==> config.mk <==
export PLATFORM = sky130hd
export DESIGN_NAME = sqc_step6_config
export DESIGN_NICKNAME = d
export VERILOG_FILES = /design/src/core/sqc_pkg.sv /design/src/core/sqc_decode_if.sv /design/src/core/sqc_decode.sv /design/src/core/sqc_step6_config.sv
export SDC_FILE = /design/constraint.sdc
export NUM_CORES = 1
export LEC_CHECK = 0
export BUFFER_PORTS_ARGS = -buffer_cell sky130_fd_sc_hd__buf_2
export CAP_MARGIN = 20
export CORE_MARGIN = 2
export CORE_UTILIZATION = 50
export CTS_BUF_LIST = sky130_fd_sc_hd__clkbuf_8
export DETAILED_ROUTE_END_ITERATION = 6
export GPL_TIMING_DRIVEN = 0
export PLACE_DENSITY = 0.92
export SKIP_CTS_REPAIR_TIMING = 1
export SYNTH_ARGS = -nofsm -noshare
export SYNTH_HDL_FRONTEND = slang
export SYNTH_HIERARCHICAL = 1
export SYNTH_SLANG_ARGS = --single-unit
==> constraint.sdc <==
create_clock -name clk_in -period 2.5 [get_ports clk_in]
set_input_delay 0.5 -clock clk_in [delete_from_list [all_inputs] [get_ports clk_in]]
set_output_delay 0.5 -clock clk_in [all_outputs]
set_load 0.01 [all_outputs]
==> src/core/sqc_pkg.sv <==
// Package with the step-6 configuration register layout and decode constants
// Operation
// - Bit 15 enables step 6 in the sequence; resets to 0.
// - Bits 14:13 select gain: 00 gives 1, 01 gives 2, 10/11 give 4.
// - Bits 12:5 are reserved, read as zero whatever is written.
// - Bit 4 picks negative input: 0 analog ground, 1 analog input 7.
// - Bits 3:0 codes 0-7 pick external inputs 0-7; reset code 6.
// - Codes 8-15 are internal sources; negative input chosen automatically.
// - Code 9 shorts converter input to ground, all external pins off.
// - Register sits at address 96h with reset value 0006h.
package sqc_pkg;
  localparam logic [7:0]  SQC_STEP6_ADDR    = 8'h96;
  localparam logic [15:0] SQC_STEP6_RESET   = 16'h0006;
  localparam int          SQC_EN_BIT        = 15;
  localparam int          SQC_GAIN_HI       = 14;
  localparam int          SQC_GAIN_LO       = 13;
  localparam int          SQC_NEG_BIT       = 4;
  localparam int          SQC_POS_HI        = 3;
  localparam int          SQC_POS_LO        = 0;
  localparam logic [15:0] SQC_WRITE_MASK    = 16'hE01F;
  localparam logic [3:0]  SQC_POS_SHORT     = 4'h9;
  localparam logic [2:0]  SQC_GAIN_X1       = 3'h1;
  localparam logic [2:0]  SQC_GAIN_X2       = 3'h2;
  localparam logic [2:0]  SQC_GAIN_X4       = 3'h4;

  typedef enum logic [1:0] {
    SQC_NEG_GROUND,
    SQC_NEG_INPUT7,
    SQC_NEG_AUTO
  } sqc_neg_t;
endpackage

==> src/core/sqc_decode_if.sv <==
// Interface carrying the stored step-6 word to the decoder and its results
`timescale 1ns/1ps
interface sqc_decode_if;
  logic [15:0] word;
  logic        step_enable;
  logic [2:0]  gain;
  logic [1:0]  neg_sel;
  logic        pos_external;
  logic [2:0]  pos_input;
  logic        ground_short;
  logic [3:0]  internal_src;

  modport store
  (
    output word,
    input  step_enable, gain, neg_sel, pos_external, pos_input,
    input  ground_short, internal_src
  );
  modport decode
  (
    input  word,
    output step_enable, gain, neg_sel, pos_external, pos_input,
    output ground_short, internal_src
  );
endinterface // sqc_decode_if

==> src/core/sqc_decode.sv <==
// Combinational decode of the step-6 word into converter controls
`timescale 1ns/1ps
module sqc_decode
  import sqc_pkg::*;
(
  sqc_decode_if.decode dec
);
  logic [3:0] pos_code;

  assign pos_code = dec.word[SQC_POS_HI:SQC_POS_LO];

  always_comb
  begin
    dec.step_enable = dec.word[SQC_EN_BIT];
    case (dec.word[SQC_GAIN_HI:SQC_GAIN_LO])
      2'h0:    dec.gain = SQC_GAIN_X1;
      2'h1:    dec.gain = SQC_GAIN_X2;
      default: dec.gain = SQC_GAIN_X4;
    endcase
  end

  always_comb
  begin
    dec.pos_external = ~pos_code[3];
    dec.pos_input    = pos_code[2:0];
    dec.ground_short = (pos_code == SQC_POS_SHORT);
    dec.internal_src = pos_code;
    if (pos_code[3])
    begin
      // Internal sources pair with their own return; the select bit is moot
      dec.neg_sel = SQC_NEG_AUTO;
    end
    else if (dec.word[SQC_NEG_BIT])
    begin
      dec.neg_sel = SQC_NEG_INPUT7;
    end
    else
    begin
      dec.neg_sel = SQC_NEG_GROUND;
    end
  end
endmodule // sqc_decode

==> src/core/sqc_step6_config.sv <==
// Step-6 sequencer configuration register with decoded converter controls
`timescale 1ns/1ps
module sqc_step6_config
  import sqc_pkg::*;
(
  input  wire logic        clk_in,
  input  wire logic        rst_b_in,
  input  wire logic [7:0]  reg_addr_in,
  input  wire logic        reg_write_in,
  input  wire logic [15:0] reg_wdata_in,
  output logic [15:0]      reg_rdata_out,
  output logic             seq_step6_enable_out,
  output logic [2:0]       seq_step6_gain_out,
  output logic [1:0]       seq_step6_neg_sel_out,
  output logic             seq_step6_pos_external_out,
  output logic [2:0]       seq_step6_pos_input_out,
  output logic             seq_step6_ground_short_out,
  output logic [3:0]       seq_step6_internal_src_out
);
  // Field values after reset, cut from the reset word of the register
  localparam logic       RST_ENABLE = SQC_STEP6_RESET[SQC_EN_BIT];
  localparam logic [1:0] RST_GAIN   =
    SQC_STEP6_RESET[SQC_GAIN_HI:SQC_GAIN_LO];
  localparam logic       RST_NEG    = SQC_STEP6_RESET[SQC_NEG_BIT];
  localparam logic [3:0] RST_POS    =
    SQC_STEP6_RESET[SQC_POS_HI:SQC_POS_LO];

  // Decoded controls after reset follow from the reset positive code
  localparam logic       RST_POS_EXTERNAL = ~RST_POS[3];
  localparam logic [2:0] RST_POS_INPUT    = RST_POS[2:0];
  localparam logic       RST_SHORT        = (RST_POS == SQC_POS_SHORT);

  // Only the writable fields have flops; the reserved span has none
  logic         seq_step6_enable;
  logic [1:0]   seq_step6_gain_select;
  logic         seq_step6_neg_input_select;
  logic [3:0]   seq_step6_pos_input_select;
  logic [15:0]  seq_step6_config;
  logic         hit;
  logic         wr_hit;
  sqc_decode_if dec_if ();

  assign hit    = (reg_addr_in == SQC_STEP6_ADDR);
  assign wr_hit = reg_write_in && hit;

  // Step enable; a write elsewhere leaves every field alone
  always_ff @(posedge clk_in or negedge rst_b_in)
  begin
    if (!rst_b_in)
    begin
      seq_step6_enable <= RST_ENABLE;
    end
    else if (wr_hit)
    begin
      seq_step6_enable <= reg_wdata_in[SQC_EN_BIT];
    end
  end

  // Gain code is kept raw; both upper codes mean gain 4 downstream
  always_ff @(posedge clk_in or negedge rst_b_in)
  begin
    if (!rst_b_in)
    begin
      seq_step6_gain_select <= RST_GAIN;
    end
    else if (wr_hit)
    begin
      seq_step6_gain_select <= reg_wdata_in[SQC_GAIN_HI:SQC_GAIN_LO];
    end
  end

  // Negative select is stored even when an internal code makes it moot
  always_ff @(posedge clk_in or negedge rst_b_in)
  begin
    if (!rst_b_in)
    begin
      seq_step6_neg_input_select <= RST_NEG;
    end
    else if (wr_hit)
    begin
      seq_step6_neg_input_select <= reg_wdata_in[SQC_NEG_BIT];
    end
  end

  // Positive input code, external and internal sources alike
  always_ff @(posedge clk_in or negedge rst_b_in)
  begin
    if (!rst_b_in)
    begin
      seq_step6_pos_input_select <= RST_POS;
    end
    else if (wr_hit)
    begin
      seq_step6_pos_input_select <= reg_wdata_in[SQC_POS_HI:SQC_POS_LO];
    end
  end

  // Reserved bits are tied low in the word, so they can never read back
  assign seq_step6_config = {seq_step6_enable, seq_step6_gain_select,
                             8'h00, seq_step6_neg_input_select,
                             seq_step6_pos_input_select};
  assign dec_if.word      = seq_step6_config;

  // Read data is registered; unmapped addresses read zero
  always_ff @(posedge clk_in or negedge rst_b_in)
  begin
    if (!rst_b_in)
    begin
      reg_rdata_out <= 16'h0000;
    end
    else if (hit)
    begin
      reg_rdata_out <= seq_step6_config & SQC_WRITE_MASK;
    end
    else
    begin
      reg_rdata_out <= 16'h0000;
    end
  end

  sqc_decode u_decode
  (
    .dec (dec_if.decode)
  );

  // Controls lag the stored word by one cycle to keep outputs registered
  always_ff @(posedge clk_in or negedge rst_b_in)
  begin
    if (!rst_b_in)
    begin
      seq_step6_enable_out <= RST_ENABLE;
    end
    else
    begin
      seq_step6_enable_out <= dec_if.step_enable;
    end
  end

  // Gain leaves as a one-hot-like factor so the converter needs no decode
  always_ff @(posedge clk_in or negedge rst_b_in)
  begin
    if (!rst_b_in)
    begin
      seq_step6_gain_out <= SQC_GAIN_X1;
    end
    else
    begin
      seq_step6_gain_out <= dec_if.gain;
    end
  end

  // The automatic choice wins over the stored select bit
  always_ff @(posedge clk_in or negedge rst_b_in)
  begin
    if (!rst_b_in)
    begin
      seq_step6_neg_sel_out <= SQC_NEG_GROUND;
    end
    else
    begin
      seq_step6_neg_sel_out <= dec_if.neg_sel;
    end
  end

  // Low for every internal code, which keeps the pins off during a short
  always_ff @(posedge clk_in or negedge rst_b_in)
  begin
    if (!rst_b_in)
    begin
      seq_step6_pos_external_out <= RST_POS_EXTERNAL;
    end
    else
    begin
      seq_step6_pos_external_out <= dec_if.pos_external;
    end
  end

  always_ff @(posedge clk_in or negedge rst_b_in)
  begin
    if (!rst_b_in)
    begin
      seq_step6_pos_input_out <= RST_POS_INPUT;
    end
    else
    begin
      seq_step6_pos_input_out <= dec_if.pos_input;
    end
  end

  always_ff @(posedge clk_in or negedge rst_b_in)
  begin
    if (!rst_b_in)
    begin
      seq_step6_ground_short_out <= RST_SHORT;
    end
    else
    begin
      seq_step6_ground_short_out <= dec_if.ground_short;
    end
  end

  // Raw code passes through so the sequencer can pick the internal source
  always_ff @(posedge clk_in or negedge rst_b_in)
  begin
    if (!rst_b_in)
    begin
      seq_step6_internal_src_out <= RST_POS;
    end
    else
    begin
      seq_step6_internal_src_out <= dec_if.internal_src;
    end
  end
endmodule // sqc_step6_config

# Word-level counts from Yosys, hierarchy flattened
# Index checks and enable logic that the tools add are counted.
[totals] register_bits=39 output_inout_bits=31 elab_cells=22
[op_classes] eq_ne=3 mux=4 bitwise=1 reduce_logical=2
[op_table] operator="2-to-1 mux 16 bit" n=1
[op_table] operator="== test 8 bit, second input constant" n=1
[op_table] operator="case mux 3 bit (2 select lines)" n=1
[op_table] operator="== test 4 bit, second input constant" n=1
[op_table] operator="== test 2 x 1 -> 1 bit, second input constant" n=1
[op_table] operator="zero test 2 bit" n=1
[op_table] operator="2-to-1 mux 2 bit" n=1
[op_table] operator="logical AND 1 bit" n=1
[op_table] operator="2-to-1 mux 1 bit" n=1
[op_table] operator="NOT 1 bit" n=1

# Logic depth before layout (Yosys ltp)
[logic_depth] ltp_word=2 ltp_mapped=4

# Hierarchy
# The synthesis kept the hierarchy.
[modules_own_cells] mod="sqc_step6_config" instances=1 cells_each=62 area_per_inst_um2=1067.3 seq_area_each_um2=785.8
[modules_own_cells] mod="sqc_decode" instances=1 cells_each=15 area_per_inst_um2=103.8 seq_area_each_um2=0.0

# Worst setup path after synthesis
# OpenSTA, ideal clock, no wires.
[synth_timing] path_kind="in2reg" from="in reg_addr_in[3]" to="reg seq_step6_enable" setup_ns=0.125 arrival_ns=1.475 required_time_ns=2.375 slack_ns=0.899 cell_stages=4 n_path_buf=1 path_cell_list="nand4bb_1 > or3_1 > buf_6 > mux2_4"
[synth_between] elab_chain_cells=2
[synth_rtl] item="start: declaration" line_no="sqc_step6_config.sv:8" source="input wire logic [7:0] reg_addr_in,"
[synth_rtl] item="== test 8 bit" line_no="sqc_step6_config.sv:43" source="assign hit = (reg_addr_in == SQC_STEP6_ADDR);"
[synth_rtl] item="logical AND 1 bit" line_no="sqc_step6_config.sv:44" source="assign wr_hit = reg_write_in && hit;"
[synth_rtl] item="end signal: assignment" line_no="sqc_step6_config.sv:55" source="seq_step6_enable <= reg_wdata_in[SQC_EN_BIT];"
[synth_rtl] item="end: declaration" line_no="sqc_step6_config.sv:34" source="logic seq_step6_enable;"
# Every way passes these cells.
# A chain may end at the register's enable or synchronous reset.

# Final worst setup path
[layout_timing] from="in reg_addr_in[3]" to="reg seq_step6_gain_select[1]"
[layout_between] elab_chain_cells=2
[layout_rtl] item="== test 8 bit" line_no="sqc_step6_config.sv:43"
[layout_rtl] item="logical AND 1 bit" line_no="sqc_step6_config.sv:44"
[layout_rtl] item="end signal: assignment" line_no="sqc_step6_config.sv:68" source="seq_step6_gain_select <= reg_wdata_in[SQC_GAIN_HI:SQC_GAIN_LO];"
[layout_rtl] item="end: declaration" line_no="sqc_step6_config.sv:35" source="logic [1:0] seq_step6_gain_select;"
# Every way passes these cells.

==> results.md <==
* Overall routed net length at 1890 um
* Synth area leader: dfrtp_1
* Unique cell type count in the Yosys netlist at 14
* Met3 wire len at 171 um
* Unrepaired setup endpoints after global routing: false
* Ant diodes at 0
* Final setup vio count at 0
* WHS at between 0.2 and 0.3 ns
* Area Overhead vs Synth at 29.7%
* Tot GR Track Use at 0.161
* Achievable Freq at 0.689 GHz
* Worst-path fanout max at 8
* Initial antenna violation count at 0
* Count leader, synth: dfrtp_1
* Share of layout cells above drive strength 1 at 0.609
* Reg2reg end: seq_step6_ground_short_out$_DFF_PN0_
* Final nets at between 150 and 200
* Fin. Hold Viols at 0
* Met2 wire length at approximately 960 um
* Detailed placer's ending HPWL at 1430 um
* Root buf cell: clkbuf_8
* Mapped Cells at 77
* Sw frac at 0.217
* Synth cell count leaders: 23 x dfrtp_1, 17 x buf_4, 8 x and2_1, 8 x dfstp_2, 8 x mux2_4
* Die span in x at around 52 um
* Critical path startpoint category: input port
* Clock share of power at 0.364
* Internal Power at ~0.00076 W
* Worst-path clk slew at roughly 0.060 ns
* WL per Instance at around 12 um
* Grt ovf at 0
* Initial Utilization at 0.529
* CP Data Required Time at between 2 and 3 ns
* Hold Crit Class: input port to asynchronous set/reset pin
* PD cells at roughly 640 mW/mm^2
* Post-synth EDFFs at 0
* Placeable Area at ~0.0022 mm^2
* Via density at approximately 4.3
* Top-area cell type share of the netlist area at 0.491
* Multi-input logic area at 262 um^2
* Mean area per synthesized cell at between 15 and 20 um^2
* FF-to-FF Start: seq_step6_pos_input_select[2]$_DFFE_PN1P_
* Row count at 17
* Die ar. at around 0.0027 mm^2
* Total of warnings raised by yosys at 6
* Sequential cell area at roughly 790 um^2
* Combinational Power Share at 0.082
* CP endpoint kind: flip-flop
* Final min period at between 1 and 1.5 ns
* CTS sink count at 31
* First-pass GRT wire length at around 2900 um
* Deepest clock path buffer count at 2
* Worst path arrival time at ~1.6 ns
* First DRT Iteration DRCs at 1
* Drt pass-1 iters at 4
* Largest net degree at the start of global routing at 32
* CTS tree: done
* Yosys reg bits at 31
* Uppermost routed layer: met4
* Seq pwr share at 0.553
* Port-buffer cells at 41
* VDD IR max at around 0.44 mV
* CP Class: input port to flip-flop
* Via count at 697
* Max Cap Viol at 0
* Vias in the first global route at around 650
* Async set-reset flop share out of synthesis at 1.00
* Placer Congestion at around 0.68
* Slew Viols, Final at 0
* Worst skew pair latency at 0.27 ns
* Vert. Die Dim at 52.4 um
* Register area share after synthesis at 0.671
* R2r setup slk at between 1.5 and 2 ns
* Slew HR at 0.562
* Worst slew pin tran at roughly 0.66 ns
* Main synth FF type: dfrtp_1
* Cts bufs inserted at 5
* Final ANT Viol Nets at 0
* Final TNS setup at 0 ns
* Num ports at 58
* Met1 wire length at roughly 730 um
* Filler cells at 174
* Fin crit share at 0.581
* Drt drc at 0
* P_sw at around 0.00021 W
* Outcome: completed
* Htree depth at 2
* Max Clock Skew at roughly 0.0018 ns
* Pleak at 0.895 nW
* Worst R2R Path Depth at 1
* Synth top area cells: dfrtp_1 49%, dfstp_2 18%, buf_4 11%, mux2_4 10%, and2_1 4.3%
* Synth Cell Area at 0.00117 mm^2
==> stage by stage <==
stage | util | setup WS (ns) | instances | area, um^2 | total power [W]
after global placement | 0.650 | 0.771 | 153 | 1440 | 0.000619
after CTS | 0.687 | 1.05 | 161 | 1520 | 0.000976
after floorplan | - | 0.899 | 84 | 1200 | 0.000585
after detailed placement | 0.650 | 0.757 | 153 | 1440 | 0.000623
after global routing | 0.687 | 1.03 | 161 | 1520 | 0.00100
final | 0.687 | 1.05 | 161 | 1520 | 0.000965
==> flip-flops by register name, indices dropped and copies added (netlist names) <==
register / cells
seq_step6_pos_input_out: 3
seq_step6_pos_external_out: 1
seq_step6_neg_input_select: 1
reg_rdata_out: 8
seq_step6_gain_select: 2
seq_step6_internal_src_out: 4
seq_step6_gain_out: 3
seq_step6_neg_sel_out: 2
seq_step6_pos_input_select: 4
seq_step6_ground_short_out: 1
seq_step6_enable_out: 1
seq_step6_enable: 1
==> power groups by stage <==
| stage | Combinational (W) | Clock [W] | Sequential [W] |
|---|---|---|---|
| final | 0.0000793 | 0.000352 | 0.000534 |
| after CTS | 0.0000800 | 0.000362 | 0.000534 |
| after floorplan | 0.0000375 | 0 | 0.000548 |
| after detailed placement | 0.0000799 | 0 | 0.000543 |
| after global routing | 0.0000878 | 0.000379 | 0.000537 |
| after global placement | 0.0000777 | 0 | 0.000541 |
==> critical path, stage by stage <==
cell and delay [ns]:
buf_2 0.09, nand4bb_1 0.19, or3_1 0.37, buf_6 0.16
mux2_4 0.30
==> final cells by class <==
cell class,count,area share
plain buffers,19,0.0939
flip-flops and latches,31,0.517
clock buffers,5,0.0453
well taps,28,0.0231
inverters,2,0.00494
repair buffers,41,0.135
clock inverters,3,0.00824
multi-input cells,32,0.172
==> cell usage in the layout, fill, tap and decap left out, types with 4 or more instances in the layout <==
master and n:
buf_2 41, dfrtp_1 23, buf_4 17, and2_1 8, mux2_4 8, conb_1 8, dfstp_2 8, clkbuf_8 5
inv_1 4
==> logic make-up after synthesis <==
logic type / share of synthesized area
buffers and inverters: 0.128
multiplexers: 0.103
flip-flops: 0.671
other: 0.00320
AND/OR/NAND/NOR: 0.0951
==> layer usage <==
| layer | global-route usage | up-vias |
|---|---|---|
| li1 | - | 327 |
| met1 | 0.168 | 327 |
| met2 | 0.263 | 40 |
| met3 | 0.0771 | 3 |
| met4 | 0.0897 | 0 |
| met5 | 0 | - |
==> worst max path at each step <==
stage              startpoint                                   end  slack (ns)  cells after the start
3_5_place_dp   reg_addr_in[3]          seq_step6_enable$_DFFE_PN0P_        0.76                      5
2_1_floorplan  reg_addr_in[3]          seq_step6_enable$_DFFE_PN0P_        0.90                      4
3_3_place_gp   reg_addr_in[3]  seq_step6_gain_select[0]$_DFFE_PN0P_        0.77                      5
6_report       reg_addr_in[3]  seq_step6_gain_select[1]$_DFFE_PN0P_        1.05                      5
5_1_grt        reg_addr_in[3]          seq_step6_enable$_DFFE_PN0P_        1.03                      5
4_1_cts        reg_addr_in[3]  seq_step6_gain_select[1]$_DFFE_PN0P_        1.05                      5
Power figures use the tool's default switching activity.
